### src/core/serial_link_pkg.sv
// shared constants, register map and helpers for the serial link transmit control
package serial_link_pkg;
  localparam int ADC_W = 9;
  localparam int LINK_N = 16;
  localparam int FIFO_DEPTH = 8;
  localparam int CLK_PERIOD_NS = 8;
  localparam int ADDR_W = 10;
  localparam int K_W = 9;

  localparam logic [ADDR_W-1:0] SAMPLE_LSB_CONTROL_OFS = 10'h160;
  localparam logic [ADDR_W-1:0] SERIAL_LINK_ENABLE_OFS = 10'h200;
  localparam logic [ADDR_W-1:0] LINK_OUTPUT_MODE_OFS = 10'h201;
  localparam logic [ADDR_W-1:0] K_MINUS_ONE_OFS = 10'h202;
  localparam logic [ADDR_W-1:0] MANUAL_SYNC_OFS = 10'h203;
  localparam logic [ADDR_W-1:0] LINK_STATUS_OFS = 10'h208;
  localparam logic [ADDR_W-1:0] CAL_ENABLE_OFS = 10'h209;
  localparam logic [ADDR_W-1:0] TS_RECEIVER_OFS = 10'h20a;

  localparam logic [7:0] SAMPLE_LSB_CONTROL_RST = 8'h00;
  localparam logic [7:0] SERIAL_LINK_ENABLE_RST = 8'h01;
  localparam logic [7:0] LINK_OUTPUT_MODE_RST = 8'h00;
  localparam logic [7:0] K_MINUS_ONE_RST = 8'h1f;
  localparam logic [7:0] MANUAL_SYNC_RST = 8'h01;
  localparam logic [7:0] CAL_ENABLE_RST = 8'h00;
  localparam logic [7:0] TS_RECEIVER_RST = 8'h00;
  localparam logic [7:0] REG_ZERO = 8'h00;

  localparam int BIT_ENABLE = 0;
  localparam int MODE_W = 6;
  localparam logic [MODE_W-1:0] MODE_64B_FIRST = 6'h10;
  localparam logic [K_W-1:0] K_64B_BASE = 9'h100;
  localparam logic [1:0] ILA_CS_VALUE = 2'h0;

  function automatic logic uses64b66b(input logic [MODE_W-1:0] mode);
    return mode >= MODE_64B_FIRST;
  endfunction

  // effective frames per multiframe; 64b/66b modes take 256*E/F with E=1, F=2^mode[1:0]
  function automatic logic [K_W-1:0] effectiveK(input logic [MODE_W-1:0] mode,
                                                input logic [7:0] kMinusOne);
    if (uses64b66b(mode)) begin
      return K_64B_BASE >> mode[1:0];
    end
    return {1'b0, kMinusOne} + 9'h001;
  endfunction
endpackage

### src/core/serial_link_if.sv
// register port and sample link between the host end and the converter end
`timescale 1ns/1ps
interface serial_link_if;
  import serial_link_pkg::*;
  logic [ADDR_W-1:0] regAddr;
  logic [7:0] regWdata;
  logic regWrite;
  logic regRead;
  logic [7:0] regRdata;
  logic regRdValid;
  logic [LINK_N-1:0] linkData;
  logic linkMfStart;
  logic linkValid;
  logic linkReady;
  logic [1:0] ilaCs;
  logic [K_W-1:0] ilaK;
  logic [MODE_W-1:0] ilaMode;
  logic syncPinN;
  logic sysref;

  modport dev (input regAddr, regWdata, regWrite, regRead, linkReady, syncPinN, sysref,
               output regRdata, regRdValid, linkData, linkMfStart, linkValid, ilaCs, ilaK,
               ilaMode);
  modport host (output regAddr, regWdata, regWrite, regRead, linkReady, syncPinN, sysref,
                input regRdata, regRdValid, linkData, linkMfStart, linkValid, ilaCs, ilaK,
                ilaMode);
endinterface

### src/core/sample_fifo.sv
// small synchronous fifo with valid/ready on both sides and a flush
`timescale 1ns/1ps
module sample_fifo #(
  parameter int WIDTH = 10,
  parameter int DEPTH = 8
) (
  input wire logic ref_clk,
  input wire logic rst_b,
  input wire logic flush,
  input wire logic inValid,
  output logic inReady,
  input wire logic [WIDTH-1:0] inData,
  output logic outValid,
  input wire logic outReady,
  output logic [WIDTH-1:0] outData
);
  localparam int PW = $clog2(DEPTH);

  if (DEPTH < 2 || (1 << PW) != DEPTH || WIDTH < 1) begin : g_param_check
    $error("sample_fifo: depth must be a power of two, at least 2");
  end

  typedef struct packed {
    logic [DEPTH-1:0][WIDTH-1:0] mem;
    logic [PW-1:0] wrPtr;
    logic [PW-1:0] rdPtr;
    logic [PW:0] count;
  } state_t;

  state_t s_r, s_nxt;
  logic doPush, doPop;

  assign inReady = s_r.count != (PW+1)'(DEPTH);
  assign outValid = s_r.count != '0;
  assign outData = s_r.mem[s_r.rdPtr];
  assign doPush = inValid && inReady;
  assign doPop = outValid && outReady;

  always_comb begin
    s_nxt = s_r;
    if (flush) begin
      s_nxt.wrPtr = '0;
      s_nxt.rdPtr = '0;
      s_nxt.count = '0;
    end else begin
      if (doPush) begin
        s_nxt.mem[s_r.wrPtr] = inData;
        s_nxt.wrPtr = s_r.wrPtr + 1'b1;
      end
      if (doPop) begin
        s_nxt.rdPtr = s_r.rdPtr + 1'b1;
      end
      s_nxt.count = s_r.count + (PW+1)'(doPush) - (PW+1)'(doPop);
    end
  end

  always_ff @(posedge ref_clk or negedge rst_b) begin
    if (!rst_b) begin
      s_r <= '0;
    end else begin
      s_r <= s_nxt;
    end
  end
endmodule // sample_fifo

### src/core/serial_link_tx.sv
// converter end: link control registers, timestamp insertion and multiframe timing
// Summary of operation
// - timestamp enable puts timestamp on sample LSB
// - LSB of N-bit field; keep converter LSB
// - lane alignment always advertises zero control bits
// - timestamp latency equals sample path latency
// - software enables timestamp receiver with insertion
// - link enable bit 0, resets to 1
// - disabled: reset, serializers down, clocks gated
// - disabled: multiframe counter reset, ignores SYSREF
// - software clears link enable before reconfiguring
// - calibration enable set before link enable
// - link enable cleared before calibration enable
// - mode field 5:0, changed only both disabled
// - K register holds K-1, default 32
// - software picks K legal for mode
// - 64b/66b modes use K = 256*E/F
// - K changed only while link disabled
// - reserved bits written with reset value
// - manual sync bit low requests synchronization
`timescale 1ns/1ps
module serial_link_tx (
  input wire logic ref_clk,
  input wire logic rst_b,
  serial_link_if.dev link,
  input wire logic [serial_link_pkg::ADC_W-1:0] adcSample,
  input wire logic timestampIn,
  input wire logic sampleValid,
  output logic sampleReady,
  output logic serPowerDown,
  output logic linkClkEn,
  output logic linkInReset,
  output logic syncRequest,
  output logic timestampRecvEn,
  output logic calEnable
);
  import serial_link_pkg::*;

  localparam int WORD_W = ADC_W + 1;
  localparam int FILL_W = $clog2(FIFO_DEPTH) + 1;

  typedef struct packed {
    logic tsOnLsb;
    logic linkEn;
    logic [MODE_W-1:0] mode;
    logic [7:0] kMinusOne;
    logic manualSyncN;
    logic calEn;
    logic tsRecvEn;
    logic [7:0] rdData;
    logic rdValid;
    logic sysrefMeta;
    logic sysrefSync;
    logic sysrefPrev;
    logic syncMeta;
    logic syncSync;
    logic [LINK_N-1:0] linkData;
    logic linkValid;
    logic mfStart;
    logic [K_W-1:0] mfCount;
    logic [K_W-1:0] kEff;
    logic syncReq;
    logic serPd;
    logic clkEn;
    logic subsysRst;
    logic sampleRdy;
    logic [FILL_W-1:0] fill;
  } state_t;

  state_t s_r, s_nxt;
  logic fifoValid, fifoPop, fifoInReady, fifoPush;
  logic [WORD_W-1:0] fifoData;

  function automatic logic [LINK_N-1:0] packSample(input logic [ADC_W-1:0] smp,
                                                   input logic ts, input logic tsOn);
    logic [LINK_N-1:0] w;
    w = {smp, {(LINK_N-ADC_W){1'b0}}};
    if (tsOn) begin
      w[0] = ts;
    end
    return w;
  endfunction

  if (LINK_N < ADC_W) begin : g_width_check
    $error("serial_link_tx: link sample narrower than converter sample");
  end

  // sample and timestamp share one fifo word, so both see identical latency
  sample_fifo #(
    .WIDTH(WORD_W),
    .DEPTH(FIFO_DEPTH)
  ) u_fifo (
    .ref_clk(ref_clk),
    .rst_b(rst_b),
    .flush(s_r.subsysRst),
    .inValid(fifoPush),
    .inReady(fifoInReady),
    .inData({adcSample, timestampIn}),
    .outValid(fifoValid),
    .outReady(fifoPop),
    .outData(fifoData)
  );

  assign fifoPop = fifoValid && s_r.linkEn && !s_r.subsysRst
                   && (!s_r.linkValid || link.linkReady);
  assign fifoPush = sampleValid && s_r.sampleRdy;

  always_comb begin
    s_nxt = s_r;
    s_nxt.rdValid = 1'b0;
    // pins from the far party cross into this clock through two flops
    s_nxt.sysrefMeta = link.sysref;
    s_nxt.sysrefSync = s_r.sysrefMeta;
    s_nxt.sysrefPrev = s_r.sysrefSync;
    s_nxt.syncMeta = link.syncPinN;
    s_nxt.syncSync = s_r.syncMeta;

    if (link.regWrite) begin
      case (link.regAddr)
        SAMPLE_LSB_CONTROL_OFS: s_nxt.tsOnLsb = link.regWdata[BIT_ENABLE];
        SERIAL_LINK_ENABLE_OFS: s_nxt.linkEn = link.regWdata[BIT_ENABLE];
        LINK_OUTPUT_MODE_OFS: begin
          // a late mode change would corrupt a running link, so it is dropped
          if (!s_r.linkEn && !s_r.calEn) begin
            s_nxt.mode = link.regWdata[MODE_W-1:0];
          end
        end
        K_MINUS_ONE_OFS: begin
          if (!s_r.linkEn) begin
            s_nxt.kMinusOne = link.regWdata;
          end
        end
        MANUAL_SYNC_OFS: s_nxt.manualSyncN = link.regWdata[BIT_ENABLE];
        CAL_ENABLE_OFS: s_nxt.calEn = link.regWdata[BIT_ENABLE];
        TS_RECEIVER_OFS: s_nxt.tsRecvEn = link.regWdata[BIT_ENABLE];
        default: ;
      endcase
    end

    if (link.regRead) begin
      s_nxt.rdValid = 1'b1;
      // reserved bits are not stored and read back as zero
      case (link.regAddr)
        SAMPLE_LSB_CONTROL_OFS: s_nxt.rdData = {7'h00, s_r.tsOnLsb};
        SERIAL_LINK_ENABLE_OFS: s_nxt.rdData = {7'h00, s_r.linkEn};
        LINK_OUTPUT_MODE_OFS: s_nxt.rdData = {2'h0, s_r.mode};
        K_MINUS_ONE_OFS: s_nxt.rdData = s_r.kMinusOne;
        MANUAL_SYNC_OFS: s_nxt.rdData = {7'h00, s_r.manualSyncN};
        CAL_ENABLE_OFS: s_nxt.rdData = {7'h00, s_r.calEn};
        TS_RECEIVER_OFS: s_nxt.rdData = {7'h00, s_r.tsRecvEn};
        LINK_STATUS_OFS: s_nxt.rdData = {4'h0, s_r.mfStart, s_r.linkValid, s_r.syncReq,
                                         !s_r.subsysRst};
        default: s_nxt.rdData = REG_ZERO;
      endcase
    end

    s_nxt.subsysRst = !s_r.linkEn;
    s_nxt.serPd = !s_r.linkEn;
    s_nxt.clkEn = s_r.linkEn;
    s_nxt.kEff = effectiveK(s_r.mode, s_r.kMinusOne);
    s_nxt.syncReq = s_r.linkEn && (!s_r.manualSyncN || !s_r.syncSync);
    // ready is registered, so it must foresee the fifo level after this edge
    s_nxt.fill = s_r.fill + FILL_W'(fifoPush && fifoInReady) - FILL_W'(fifoPop);
    s_nxt.sampleRdy = s_r.linkEn && s_nxt.fill != FILL_W'(FIFO_DEPTH);

    if (s_r.subsysRst) begin
      s_nxt.linkValid = 1'b0;
      s_nxt.mfStart = 1'b0;
      s_nxt.mfCount = '0;
      s_nxt.sampleRdy = 1'b0;
      s_nxt.fill = '0;
    end else begin
      if (link.linkReady) begin
        s_nxt.linkValid = 1'b0;
      end
      if (fifoPop) begin
        s_nxt.linkData = packSample(fifoData[WORD_W-1:1], fifoData[0], s_r.tsOnLsb);
        s_nxt.linkValid = 1'b1;
        s_nxt.mfStart = s_r.mfCount == '0;
        s_nxt.mfCount = (s_r.mfCount >= s_r.kEff - 9'h001) ? '0 : s_r.mfCount + 9'h001;
      end
      // sysref aligns the counter only while the subsystem runs
      if (s_r.sysrefSync && !s_r.sysrefPrev) begin
        s_nxt.mfCount = '0;
      end
    end
  end

  always_ff @(posedge ref_clk or negedge rst_b) begin
    if (!rst_b) begin
      s_r <= '0;
      s_r.tsOnLsb <= SAMPLE_LSB_CONTROL_RST[BIT_ENABLE];
      s_r.linkEn <= SERIAL_LINK_ENABLE_RST[BIT_ENABLE];
      s_r.mode <= LINK_OUTPUT_MODE_RST[MODE_W-1:0];
      s_r.kMinusOne <= K_MINUS_ONE_RST;
      s_r.manualSyncN <= MANUAL_SYNC_RST[BIT_ENABLE];
      s_r.calEn <= CAL_ENABLE_RST[BIT_ENABLE];
      s_r.tsRecvEn <= TS_RECEIVER_RST[BIT_ENABLE];
      s_r.sysrefMeta <= 1'b0;
      s_r.syncMeta <= 1'b1;
      s_r.syncSync <= 1'b1;
      s_r.subsysRst <= 1'b1;
      s_r.serPd <= 1'b1;
    end else begin
      s_r <= s_nxt;
    end
  end

  assign link.regRdata = s_r.rdData;
  assign link.regRdValid = s_r.rdValid;
  assign link.linkData = s_r.linkData;
  assign link.linkMfStart = s_r.mfStart;
  assign link.linkValid = s_r.linkValid;
  assign link.ilaCs = ILA_CS_VALUE;
  assign link.ilaK = s_r.kEff;
  assign link.ilaMode = s_r.mode;
  assign sampleReady = s_r.sampleRdy;
  assign serPowerDown = s_r.serPd;
  assign linkClkEn = s_r.clkEn;
  assign linkInReset = s_r.subsysRst;
  assign syncRequest = s_r.syncReq;
  assign timestampRecvEn = s_r.tsRecvEn;
  assign calEnable = s_r.calEn;
endmodule // serial_link_tx

### src/flat_wrapper.sv
// flat-port wrapper written by rule: the top's interface ports become plain ports
module serial_link_tx_flat import serial_link_pkg::*;
  (ref_clk, rst_b, adcSample, timestampIn, sampleValid, sampleReady, serPowerDown, linkClkEn, linkInReset, syncRequest, timestampRecvEn, calEnable, link_regAddr, link_regWdata, link_regWrite, link_regRead, link_linkReady, link_syncPinN, link_sysref, link_regRdata, link_regRdValid, link_linkData, link_linkMfStart, link_linkValid, link_ilaCs, link_ilaK, link_ilaMode);
  serial_link_if link_i ();
  input wire logic ref_clk;
  input wire logic rst_b;
  input wire logic [serial_link_pkg::ADC_W-1:0] adcSample;
  input wire logic timestampIn;
  input wire logic sampleValid;
  output logic sampleReady;
  output logic serPowerDown;
  output logic linkClkEn;
  output logic linkInReset;
  output logic syncRequest;
  output logic timestampRecvEn;
  output logic calEnable;
  input wire logic [$bits(link_i.regAddr)-1:0] link_regAddr;
  input wire logic [$bits(link_i.regWdata)-1:0] link_regWdata;
  input wire logic [$bits(link_i.regWrite)-1:0] link_regWrite;
  input wire logic [$bits(link_i.regRead)-1:0] link_regRead;
  input wire logic [$bits(link_i.linkReady)-1:0] link_linkReady;
  input wire logic [$bits(link_i.syncPinN)-1:0] link_syncPinN;
  input wire logic [$bits(link_i.sysref)-1:0] link_sysref;
  output wire logic [$bits(link_i.regRdata)-1:0] link_regRdata;
  output wire logic [$bits(link_i.regRdValid)-1:0] link_regRdValid;
  output wire logic [$bits(link_i.linkData)-1:0] link_linkData;
  output wire logic [$bits(link_i.linkMfStart)-1:0] link_linkMfStart;
  output wire logic [$bits(link_i.linkValid)-1:0] link_linkValid;
  output wire logic [$bits(link_i.ilaCs)-1:0] link_ilaCs;
  output wire logic [$bits(link_i.ilaK)-1:0] link_ilaK;
  output wire logic [$bits(link_i.ilaMode)-1:0] link_ilaMode;
  assign link_i.regAddr = link_regAddr;
  assign link_i.regWdata = link_regWdata;
  assign link_i.regWrite = link_regWrite;
  assign link_i.regRead = link_regRead;
  assign link_i.linkReady = link_linkReady;
  assign link_i.syncPinN = link_syncPinN;
  assign link_i.sysref = link_sysref;
  assign link_regRdata = link_i.regRdata;
  assign link_regRdValid = link_i.regRdValid;
  assign link_linkData = link_i.linkData;
  assign link_linkMfStart = link_i.linkMfStart;
  assign link_linkValid = link_i.linkValid;
  assign link_ilaCs = link_i.ilaCs;
  assign link_ilaK = link_i.ilaK;
  assign link_ilaMode = link_i.ilaMode;
  serial_link_tx u_core (.ref_clk(ref_clk), .rst_b(rst_b), .link(link_i), .adcSample(adcSample), .timestampIn(timestampIn), .sampleValid(sampleValid), .sampleReady(sampleReady), .serPowerDown(serPowerDown), .linkClkEn(linkClkEn), .linkInReset(linkInReset), .syncRequest(syncRequest), .timestampRecvEn(timestampRecvEn), .calEnable(calEnable));
endmodule
### config.mk
export PLATFORM = sky130hd
export DESIGN_NAME = serial_link_tx_flat
export DESIGN_NICKNAME = d
export VERILOG_FILES = /design/src/core/serial_link_pkg.sv /design/src/core/serial_link_if.sv /design/src/core/sample_fifo.sv /design/src/core/serial_link_tx.sv /design/src/flat_wrapper.sv
export SDC_FILE = /design/constraint.sdc
export NUM_CORES = 1
export LEC_CHECK = 0
export BUFFER_PORTS_ARGS = -buffer_cell sky130_fd_sc_hd__buf_2
export CORE_MARGIN = 2
export CORE_UTILIZATION = 55
export CTS_BUF_LIST = sky130_fd_sc_hd__clkbuf_4 sky130_fd_sc_hd__clkbuf_8
export DETAILED_ROUTE_END_ITERATION = 7
export PLACE_DENSITY = 0.86
export SYNTH_ARGS = -nofsm -noshare
export SYNTH_HDL_FRONTEND = slang
export SYNTH_SLANG_ARGS = --single-unit
### constraint.sdc
create_clock -name ref_clk -period 3.7 [get_ports ref_clk]
set_input_delay 0.37 -clock ref_clk [delete_from_list [all_inputs] [get_ports ref_clk]]
set_output_delay 0.37 -clock ref_clk [all_outputs]
set_load 0.03 [all_outputs]
# --- After elaboration in Yosys (flattened, before gate mapping) ---
# Cells that the tools add are included.
classes:
  add_sub_neg: 9
  n_lt_le_gt_ge: 5
  eq_ne: 10
  shifts: 1
  muxes: 20
  bitwise: 2
  n_reduce_logical: 36
op_table:
  columns: ["cell", "n"]
  rows:
  - ["bitwise mux 80 bit", 1]
  - ["equality test 10 bit, second input constant", 7]
  - ["one-hot mux 8 bit (8 select lines)", 1]
  - ["two-way mux 9 bit", 4]
  - ["binary-select mux 10 bit (select 3 bit)", 1]
  - ["demux 10 bit (select 3 bit)", 1]
  - ["two-way mux 10 bit", 3]
  - ["two-way mux 11 bit", 2]
  - ["AND reduction 2 bit", 7]
  - ["logical AND 1 bit", 11]
  - ["equality test 10 x 9 -> 1 bit, second input constant", 1]
  - ["adder 8 x 1 -> 9 bit, second input constant", 1]
  - ["adder 9 x 1 -> 9 bit, second input constant", 1]
  - ["greater-or-equal comparator 9 bit", 1]
  - ["zero test 9 bit", 1]
  - [">> shifter 9 x 2 -> 9 bit, first input constant", 1]
  - ["subtractor 9 x 1 -> 9 bit, second input constant", 1]
  - ["adder 4 x 1 -> 4 bit", 2]
  - ["less-than comparator 3 x 4 -> 1 bit, second input constant", 2]
  - ["inequality test 4 bit, second input constant", 2]
  - ["subtractor 4 x 1 -> 4 bit", 2]
  - ["zero test 1 bit", 7]
  - ["adder 3 x 1 -> 3 bit, second input constant", 2]
  - ["greater-or-equal comparator 6 x 5 -> 1 bit, second input constant", 1]
  - ["other kinds (10)", 20]
totals:
  reg_bits: 161
  output_inout_bits: 51
  word_cells: 118

# --- Logic depth before layout (Yosys ltp) ---
# Gate-level depths: netlist (run 1).
depth:
  depth_word: 8
  depth_mapped: 12
  ltp_nobuf: 11

# --- Modules after synthesis ---
# A second synthesis (run 1) with hierarchy kept.
unflattened:
  hier_cells: 647
  area_unflattened_um2: 8236.6
modules_own_cells:
  columns: ["mod", "n_inst", "cells_per_inst", "area_per_inst_um2"]
  rows:
  - ["sample_fifo", 1, 276, 4281.6]
  - ["serial_link_tx", 1, 371, 3955.0]

# --- Worst setup path before layout (run 1) ---
# No wires, ideal clock.
synth_path:
  kind: "register to register"
  from: "register u_core.s_r (netlist bit u_core.s_nxt[6])"
  to: "register u_core.u_fifo.s_r[1] (netlist bit)"
  setup_time_ns: 0.130
  arrival_ns: 2.579
  t_required_ns: 3.570
  setup_slack_ns: 0.991
  path_stages_with_launch: 10
  n_path_buf: 2
  synth_period_minus_slack_ns: 2.709
  path_cell_list: "dfstp_2 > nand2b_1 > a221oi_1 > clkbuf_1 > clkbuf_1 > ha_1 > inv_1 > ha_1 > fa_1 > nor2b_1"
synth_lines:
  columns: ["item", "line", "rtl"]
  rows:
  - ["from (decl)", "serial_link_tx.sv:70", "state_t s_r, s_nxt;"]
  - ["from (signal assigned)", "serial_link_tx.sv:205", "s_r <= s_nxt;"]
  - ["to (signal assigned)", "sample_fifo.sv:61", "s_r <= s_nxt;"]
  - ["to (decl)", "sample_fifo.sv:30", "state_t s_r, s_nxt;"]

==> results_dict.tcl, run 1 <==
set metrics [dict create \
    finalCritPeriodShare_pct 75.01 \
    die_w_microns 124.1 \
    yosys.area.top_type "dfrtp_1" \
    synth-compound-area-share_pct 5.110 \
    dr.pass1.iters 7 \
    fp-row-count 43 \
    clk_pin_slew_ns 0.08 \
    status "finished, final reports clean" \
    grt_pass1_vias 5280 \
    clk_latency_ns 0.46 \
    seqPwrFrac_pct 54.7 \
    nFillCells 1057 \
    drive_gt1_share_pct 35.93 \
    power_density_nw_per_um2 377.6 \
    power.switching_uw 741.0 \
    ys_seq_area_share_pct 50.95 \
    tightest_slew_ns 1.116 \
    cts_tree "yes" \
    io_buffers 78 \
    numClockSinks 161 \
    netlist_area_sq_um 7933 \
    via_per_inst 5.790 \
    antenna_found_initial 0 \
    clock_path_buffers 2 \
    worstHoldPathType "in2async" \
    grtUsageTotal_pct 22.56 \
    p_sw_share_pct 22.67 \
    yosysUniqueCellTypes 51 \
    io_pins 87 \
    synthAdderAreaFrac_pct 4.448 \
    grt_max_degree 100 \
    max_freq_mhz 360.3 \
    synth_warnings 0 \
    crit_path_start_kind "flop" \
    ys_top_cells_by_area "dfrtp_1 48%, mux2_2 14%, mux4_2 5.7%" \
    root_buffer "clkbuf_8" \
    final_cell_mix "151 x dfrtp_1, 100 x mux2_2, 77 x buf_2, 36 x nor2_1, 30 x inv_1" \
    combinationalPowerShare_pct 4.9 \
    end_kind "flop" \
    chipHeight_microns 124.1 \
    cts-buffers-inserted 17 \
    ir_drop_mv 0.2818 \
    cp_max_fo 23 \
    ys_seq_elements 161 \
    synth_edf_count 0 \
    syn_inst 636 \
    htreeDepth 4 \
    slew_violations 0 \
    num_vias 5055 \
    final_common_cell "dfrtp_1" \
    arrival_ns 3.12 \
    fin_setup_tns_ns 0 \
    power.share.clock_pct 40.5 \
    relSlewSlack_pct 25.61 \
    dpl_worst_slack_ns 0.9879 \
    drtIter0Drc 332 \
    rsz0062_at_grt "no" \
    finalWeightedCongestion 0.8844 \
    yosys.area_share.simple_pct 8.691 \
    clock_skew_ns 0.007918 \
    drt_wl_total_microns 16310 \
    initial_core_util_pct 56.71 \
    wl_per_cell_microns 18.68 \
    core_sq_um 13990 \
    synth-main-ff-cell "dfrtp_1" \
    drv_cap 0 \
    worst_slack_ns 0.9245 \
    finalHoldViolCount 0 \
    leakage_nw 4.043 \
    cts_setup_buffers 0 \
    yosys-mux-area-fraction_pct 21.14 \
    setup_violations 0 \
    avgSynthCellArea_sq_um 12.47 \
    p_int_mw 2.527 \
    yosys.area.top_type_share_pct 47.63 \
    period_minus_slack_ns 2.776 \
    postRouteAntennaNets 0 \
    whs_ns 0.002868 \
    dp_hpwl_microns 11180 \
    synth_top_family_by_area "multiplexers" \
    ys_async_sr_fraction_pct 100.0 \
    area_delta_synth_final_pct 9.101 \
    grt-ovfl-total 0 \
    grt_pass1_wl_microns 26140 \
    antennaDiodeCount 0 \
    dieArea_sq_um 15400 \
    cp.required_ns 4.05 \
    synth_xor_area_share_pct 3.091 \
    crit_type "reg2reg" \
    nNetsFinal 743 \
    drc 0 \
]
[timing repair]
item	4_1_cts	5_1_grt
setup endpoints to repair	0	0
endpoints found under the hold margin	2	0
hold buffers	2	0
gates resized for setup	0	0
[flip-flops by register name, indices dropped and copies added, names as in the netlist, 4 cells and up]
register and flops:
u_core.link.ilaK 9, u_core.link.ilaMode 6, u_core.link.linkData 10, u_core.link.regRdata 8, u_core.s_nxt 4, u_core.s_r 25, u_core.u_fifo.s_r 90
[path summary, 6_finish.rpt]
path,to,start,slack [ns],depth (start not counted)
min in group ref_clk,u_core.s_r[68],link_regWdata[6],0.14,2
max in group asynchronous,u_core.u_fifo.s_r[28],rst_b,2.83,2
worst min register to register,u_core.s_nxt[47],u_core.s_nxt[48],0.36,0
worst max-delay path,u_core.sampleReady,u_core.serPowerDown,0.92,10
worst max register to register,u_core.sampleReady,u_core.serPowerDown,0.92,10
worst min-delay path,u_core.s_r[18],rst_b,0.003,1
[critical path, stage by stage, from the launching register on]
cell	delay, ns
dfstp_2	0.79
nand2b_1	0.28
a221oi_1	0.10
ha_1	0.31
inv_1	0.06
ha_1	0.17
inv_1	0.07
fa_1	0.38
xor2_1	0.16
nor4bb_1	0.28
nor2_1	0.07
[per-stage QoR]
stage	util [%]	power (mW)	std cells	cell area [sq um]
4_1_cts	61.87	3.298	873	8655
2_1_floorplan	-	1.899	643	7959
3_5_place_dp	58.82	1.980	839	8228
5_1_grt	61.87	3.387	873	8655
3_3_place_gp	58.82	1.970	839	8228
6_report	61.87	3.268	873	8655
[area by class of cell]
class | count | area, sq um | share of cell area, %
clock buffers | 21 | 270.3 | 3.123
clock inverters | 11 | 136.4 | 1.576
inverters | 30 | 112.6 | 1.301
multi-input cells | 387 | 3417 | 39.48
flip-flops and latches | 161 | 4041 | 46.70
well taps | 180 | 225.2 | 2.602
repair buffers | 83 | 451.7 | 5.219
[logic make-up after synthesis]
group | after synthesis
DFF | 161
muxes | 130
and+or+nand+nor | 129
buffers and inverters | 95
AOI/OAI and AO/OA | 65
xor gates and xnor gates | 28
adders and majority gates | 27
other | 1
[power by group through the flow]
stage                     sequential (mW)  combinational, mW  clock [mW]
after global placement               1.82              0.150           0
after floorplan                      1.82             0.0796           0
after detailed placement             1.82              0.159           0
final                                1.79              0.159        1.32
after global routing                 1.79              0.178        1.42
after CTS                            1.79              0.161        1.35
[routing by layer]
layer / global-route usage, % / part of all wire [%] / vias up
li1: - / - / 2304
met2: 38.29 / 51 / 155
met4: 9.199 / 1.8 / 0
met1: 26.91 / 41 / 2558
met3: 6.731 / 6.2 / 38
met5: 0 / 0 / -
[synth_stat cells, drive strengths merged (3+ instances only)]
library cell / count
nand2b: 4
nand4: 5
nor3: 7
mux2: 100
a21oi: 16
o21ai: 19
mux2i: 10
a22oi: 3
xnor2: 16
nand3: 16
nor2: 36
buf: 47
a221oi: 3
and3: 5
nand2: 27
o22ai: 6
inv: 30
clkbuf: 18
mux4: 20
ha: 25
a21o: 4
xor2: 12
nor4: 5
nand3b: 5
dfstp: 10
dfrtp: 151
a22o: 3
nor2b: 7
Power figures use the tool's default switching activity.
==> run 2, diff against run 1 <==
ABC_AREA = 1   (was default)
PLACE_DENSITY = 0.88   (was 0.86)
clock period = 2.36 ns   (was 3.7 ns; I/O delays follow)
==> run 2 against run 1 <==
Against the previous run: the flow now finishes with violations (setup timing); largest cell class unchanged; combinational power up 72%; fmax up 11%; die area up 3.6%; synthesized cell count up 55%; synthesized area up 3.7%; via count up 38%; clock power up 52%; power up 55%; critical path type unchanged; largest power group unchanged; critical endpoint is now u_core.s_r[23]; utilization up 0.68 points; critical path depth up 3; sequential share of layout area down 2.4 points; setup slack worse by 1.1 ns.
==> results_dict.tcl, run 2 <==
set metrics [dict create \
    end_kind "flop" \
    tightest_slew_ns 0.5207 \
    netlist_area_sq_um 8227 \
    yosys.area.top_type "dfrtp_1" \
    wl_per_cell_microns 16.17 \
    max_stage_delay_ns 0.43 \
    via_per_inst 5.604 \
    p_total_mw 5.061 \
    cp_common_cell "nand4_1" \
    num_vias 6960 \
    hp-start "link_regWdata[6]" \
    synth_warnings 0 \
    fin_setup_tns_ns -0.9738 \
    slew_violations 0 \
    ys_async_sr_fraction_pct 100.0 \
    drtIter0Drc 801 \
    path_depth 13 \
    io_pins 87 \
    max_freq_mhz 401.6 \
    fp-row-count 44 \
    timing.rr.start "u_core.link.ilaK[4]" \
    grt_max_degree 65 \
    whs_path_depth 3 \
    drt_wl_total_microns 20090 \
    clock_skew_ns 0.01349 \
    setup_violations 9 \
    min_to "u_core.s_r[68]" \
    grtUsageTotal_pct 25.89 \
    finalWeightedCongestion 0.9125 \
    clk_latency_ns 0.47 \
    ys_seq_area_share_pct 49.13 \
    htreeDepth 4 \
    reg2reg_depth 13 \
    grt_pass1_wl_microns 33000 \
    leakage_nw 4.516 \
    nFillCells 1141 \
    cts-buffers-inserted 17 \
    dp_hpwl_microns 13230 \
    yosysMostFrequentCell "nand2_1" \
    whs_ns 0.01900 \
    cts_tree "yes" \
    ys_seq_elements 161 \
    worstHoldPathType "in2reg" \
    regToRegSetupSlack_ns -0.13 \
    largest_register_ffs 90 \
    rsz0062_at_grt "yes" \
    period_minus_slack_ns 2.490 \
    r2r-end "u_core.s_r[23]" \
    grt-ovfl-total 0 \
    drv_cap 0 \
    antenna_found_initial 0 \
    cp.required_ns 2.77 \
    syn_inst 988 \
    die_w_microns 126.3 \
    ys_top_cells_by_area "dfrtp_1 46%, nand2_1 9.6%, o21ai_0 8.6%" \
    seqCellArea_sq_um 4043 \
    violations "setup timing" \
    numClockSinks 161 \
    multiInputGateArea_sq_um 3411 \
    netlist_top_cells_count "210 x nand2_1, 151 x dfrtp_1, 141 x o21ai_0" \
    final_common_cell "nand2_1" \
    dieArea_sq_um 15950 \
    synth_edf_count 0 \
    finalHoldViolCount 0 \
    power_density_nw_per_um2 554.7 \
    yosys.area.top_type_share_pct 45.93 \
    core_sq_um 14590 \
    drc 0 \
    avgSynthCellArea_sq_um 8.327 \
    dr.pass1.iters 7 \
    slowest_stage "dfrtp_1" \
    crit_path_start_kind "flop" \
    clk_pin_slew_ns 0.10 \
    postRouteAntennaNets 0 \
    relSlewSlack_pct 65.28 \
    initial_core_util_pct 56.39 \
    arrival_ns 2.90 \
    root_buffer "clkbuf_8" \
    area_delta_synth_final_pct 10.92 \
    worst_slack_ns -0.1300 \
    clock_path_buffers 2 \
    yosysUniqueCellTypes 41 \
    max_flop_register "u_core.u_fifo.s_r" \
    status "finished with violations" \
    path_buf_inv 2 \
    cp_max_fo 5 \
    io_buffers 78 \
    nNetsFinal 1108 \
    antennaDiodeCount 0 \
    final_cell_mix "208 x nand2_1, 150 x dfrtp_1, 140 x o21ai_0, 102 x nor2_1" \
    crit_type "reg2reg" \
    grt_pass1_vias 6694 \
    chipHeight_microns 126.3 \
    ir_drop_mv 0.4430 \
    synth-main-ff-cell "dfrtp_1" \
    cp_top_family "simple AND/OR/NAND/NOR gates" \
    finalCritPeriodShare_pct 105.5 \
    drive_gt1_share_pct 17.77 \
    path_cells "nor2_1, nand4_1, nor3_2, xnor2_1, ha_1, nand2_2, inv_2, a21oi_2, nand3_1, nor2_2, buf_6, nand4_1, nand2_1" \
]
run 2: cell count changes in the layout (fill, tap and decap cells not counted), sizes merged, moves of 10 or more:
cell   before  now
nand3      16   41
xnor2      16    5
buf        81  103
nor2       36  113
mux2      100    0
nand2      27  211
mux4       20    0
nand4       5   20
o21ai      19  184
mux2i      10    0
inv        31   97
run 2: how the worst max path moves through the flow:
stage	start	endpoint	slack (ns)
6_report	u_core.link.ilaK[4]	u_core.s_r[23]	-0.13
4_1_cts	u_core.link.ilaK[0]	u_core.s_r[23]	0.03
3_3_place_gp	u_core.link.ilaK[0]	u_core.s_r[25]	0.13
3_5_place_dp	u_core.link.ilaK[0]	u_core.s_r[23]	-0.02
2_1_floorplan	u_core.s_nxt[6]	u_core.sampleReady	0.004
5_1_grt	u_core.link.ilaK[4]	u_core.s_r[25]	-0.20
run 2: per-layer routing:
| layer | track usage [%] | part of all wire [%] | up-vias |
|---|---|---|---|
| met5 | 0 | 0 | - |
| met4 | 10.60 | 2.8 | 0 |
| met3 | 6.580 | 7.4 | 53 |
| met2 | 39.75 | 48 | 318 |
| met1 | 35.48 | 42 | 3296 |
| li1 | - | - | 3293 |
run 2: cell families (layout without fill, tap and decap cells):
kind of cell    count (synthesis)  after routing  synth area share (%)
simple gates                  395            395                 20.82
other cells                     1              8               0.04558
flops                         161            161                 49.13
compound gates                219            219                 13.83
buf+inv                       172            235                 10.51
xor+xnor                       13             13                 1.384
fa+ha+maj                      27             27                 4.289
run 2: what timing repair did:
action	in CTS	in global routing
hold endpoints to repair	53	0
hold buffers	8	0
setup buffers	0	4
pin swaps	1	15
setup endpoints to repair	9	10
resized for setup	3	13
run 2: power by group:
group	total [mW]	switching, mW	internal (mW)	leakage, nW
Sequential	2.79	0.0129	2.77	2.18
Clock	2.00	1.16	0.843	0.190
Combinational	0.274	0.196	0.0774	2.15
run 2: cell type report:
class | instances | area share [%]
multi-input combinational | 662 | 37.38
tap | 184 | 2.523
clock buffer | 20 | 2.948
timing repair buffer | 111 | 7.733
clock inverter | 12 | 1.303
sequential | 161 | 44.30
inverter | 92 | 3.812
run 2: stage by stage:
step	utilization, %	cells	cell area (sq um)	setup slack [ns]
after floorplan	-	995	8280	0.004480
after global routing	62.55	1242	9125	-0.2038
after CTS	62.05	1238	9052	0.03189
after detailed placement	58.79	1198	8577	-0.02085
after global placement	58.79	1198	8577	0.1323
final	62.55	1242	9125	-0.1300
run 2: worst register-to-register path: cells and delay by family (launching register included):
kind | cells | cell delay, ns
adders and majority gates | 1 | 0.34
and+or+nand+nor | 8 | 1.29
DFF | 1 | 0.43
buffers and inverters | 2 | 0.17
xor gates and xnor gates | 1 | 0.10
AOI/OAI and AO/OA | 1 | 0.11
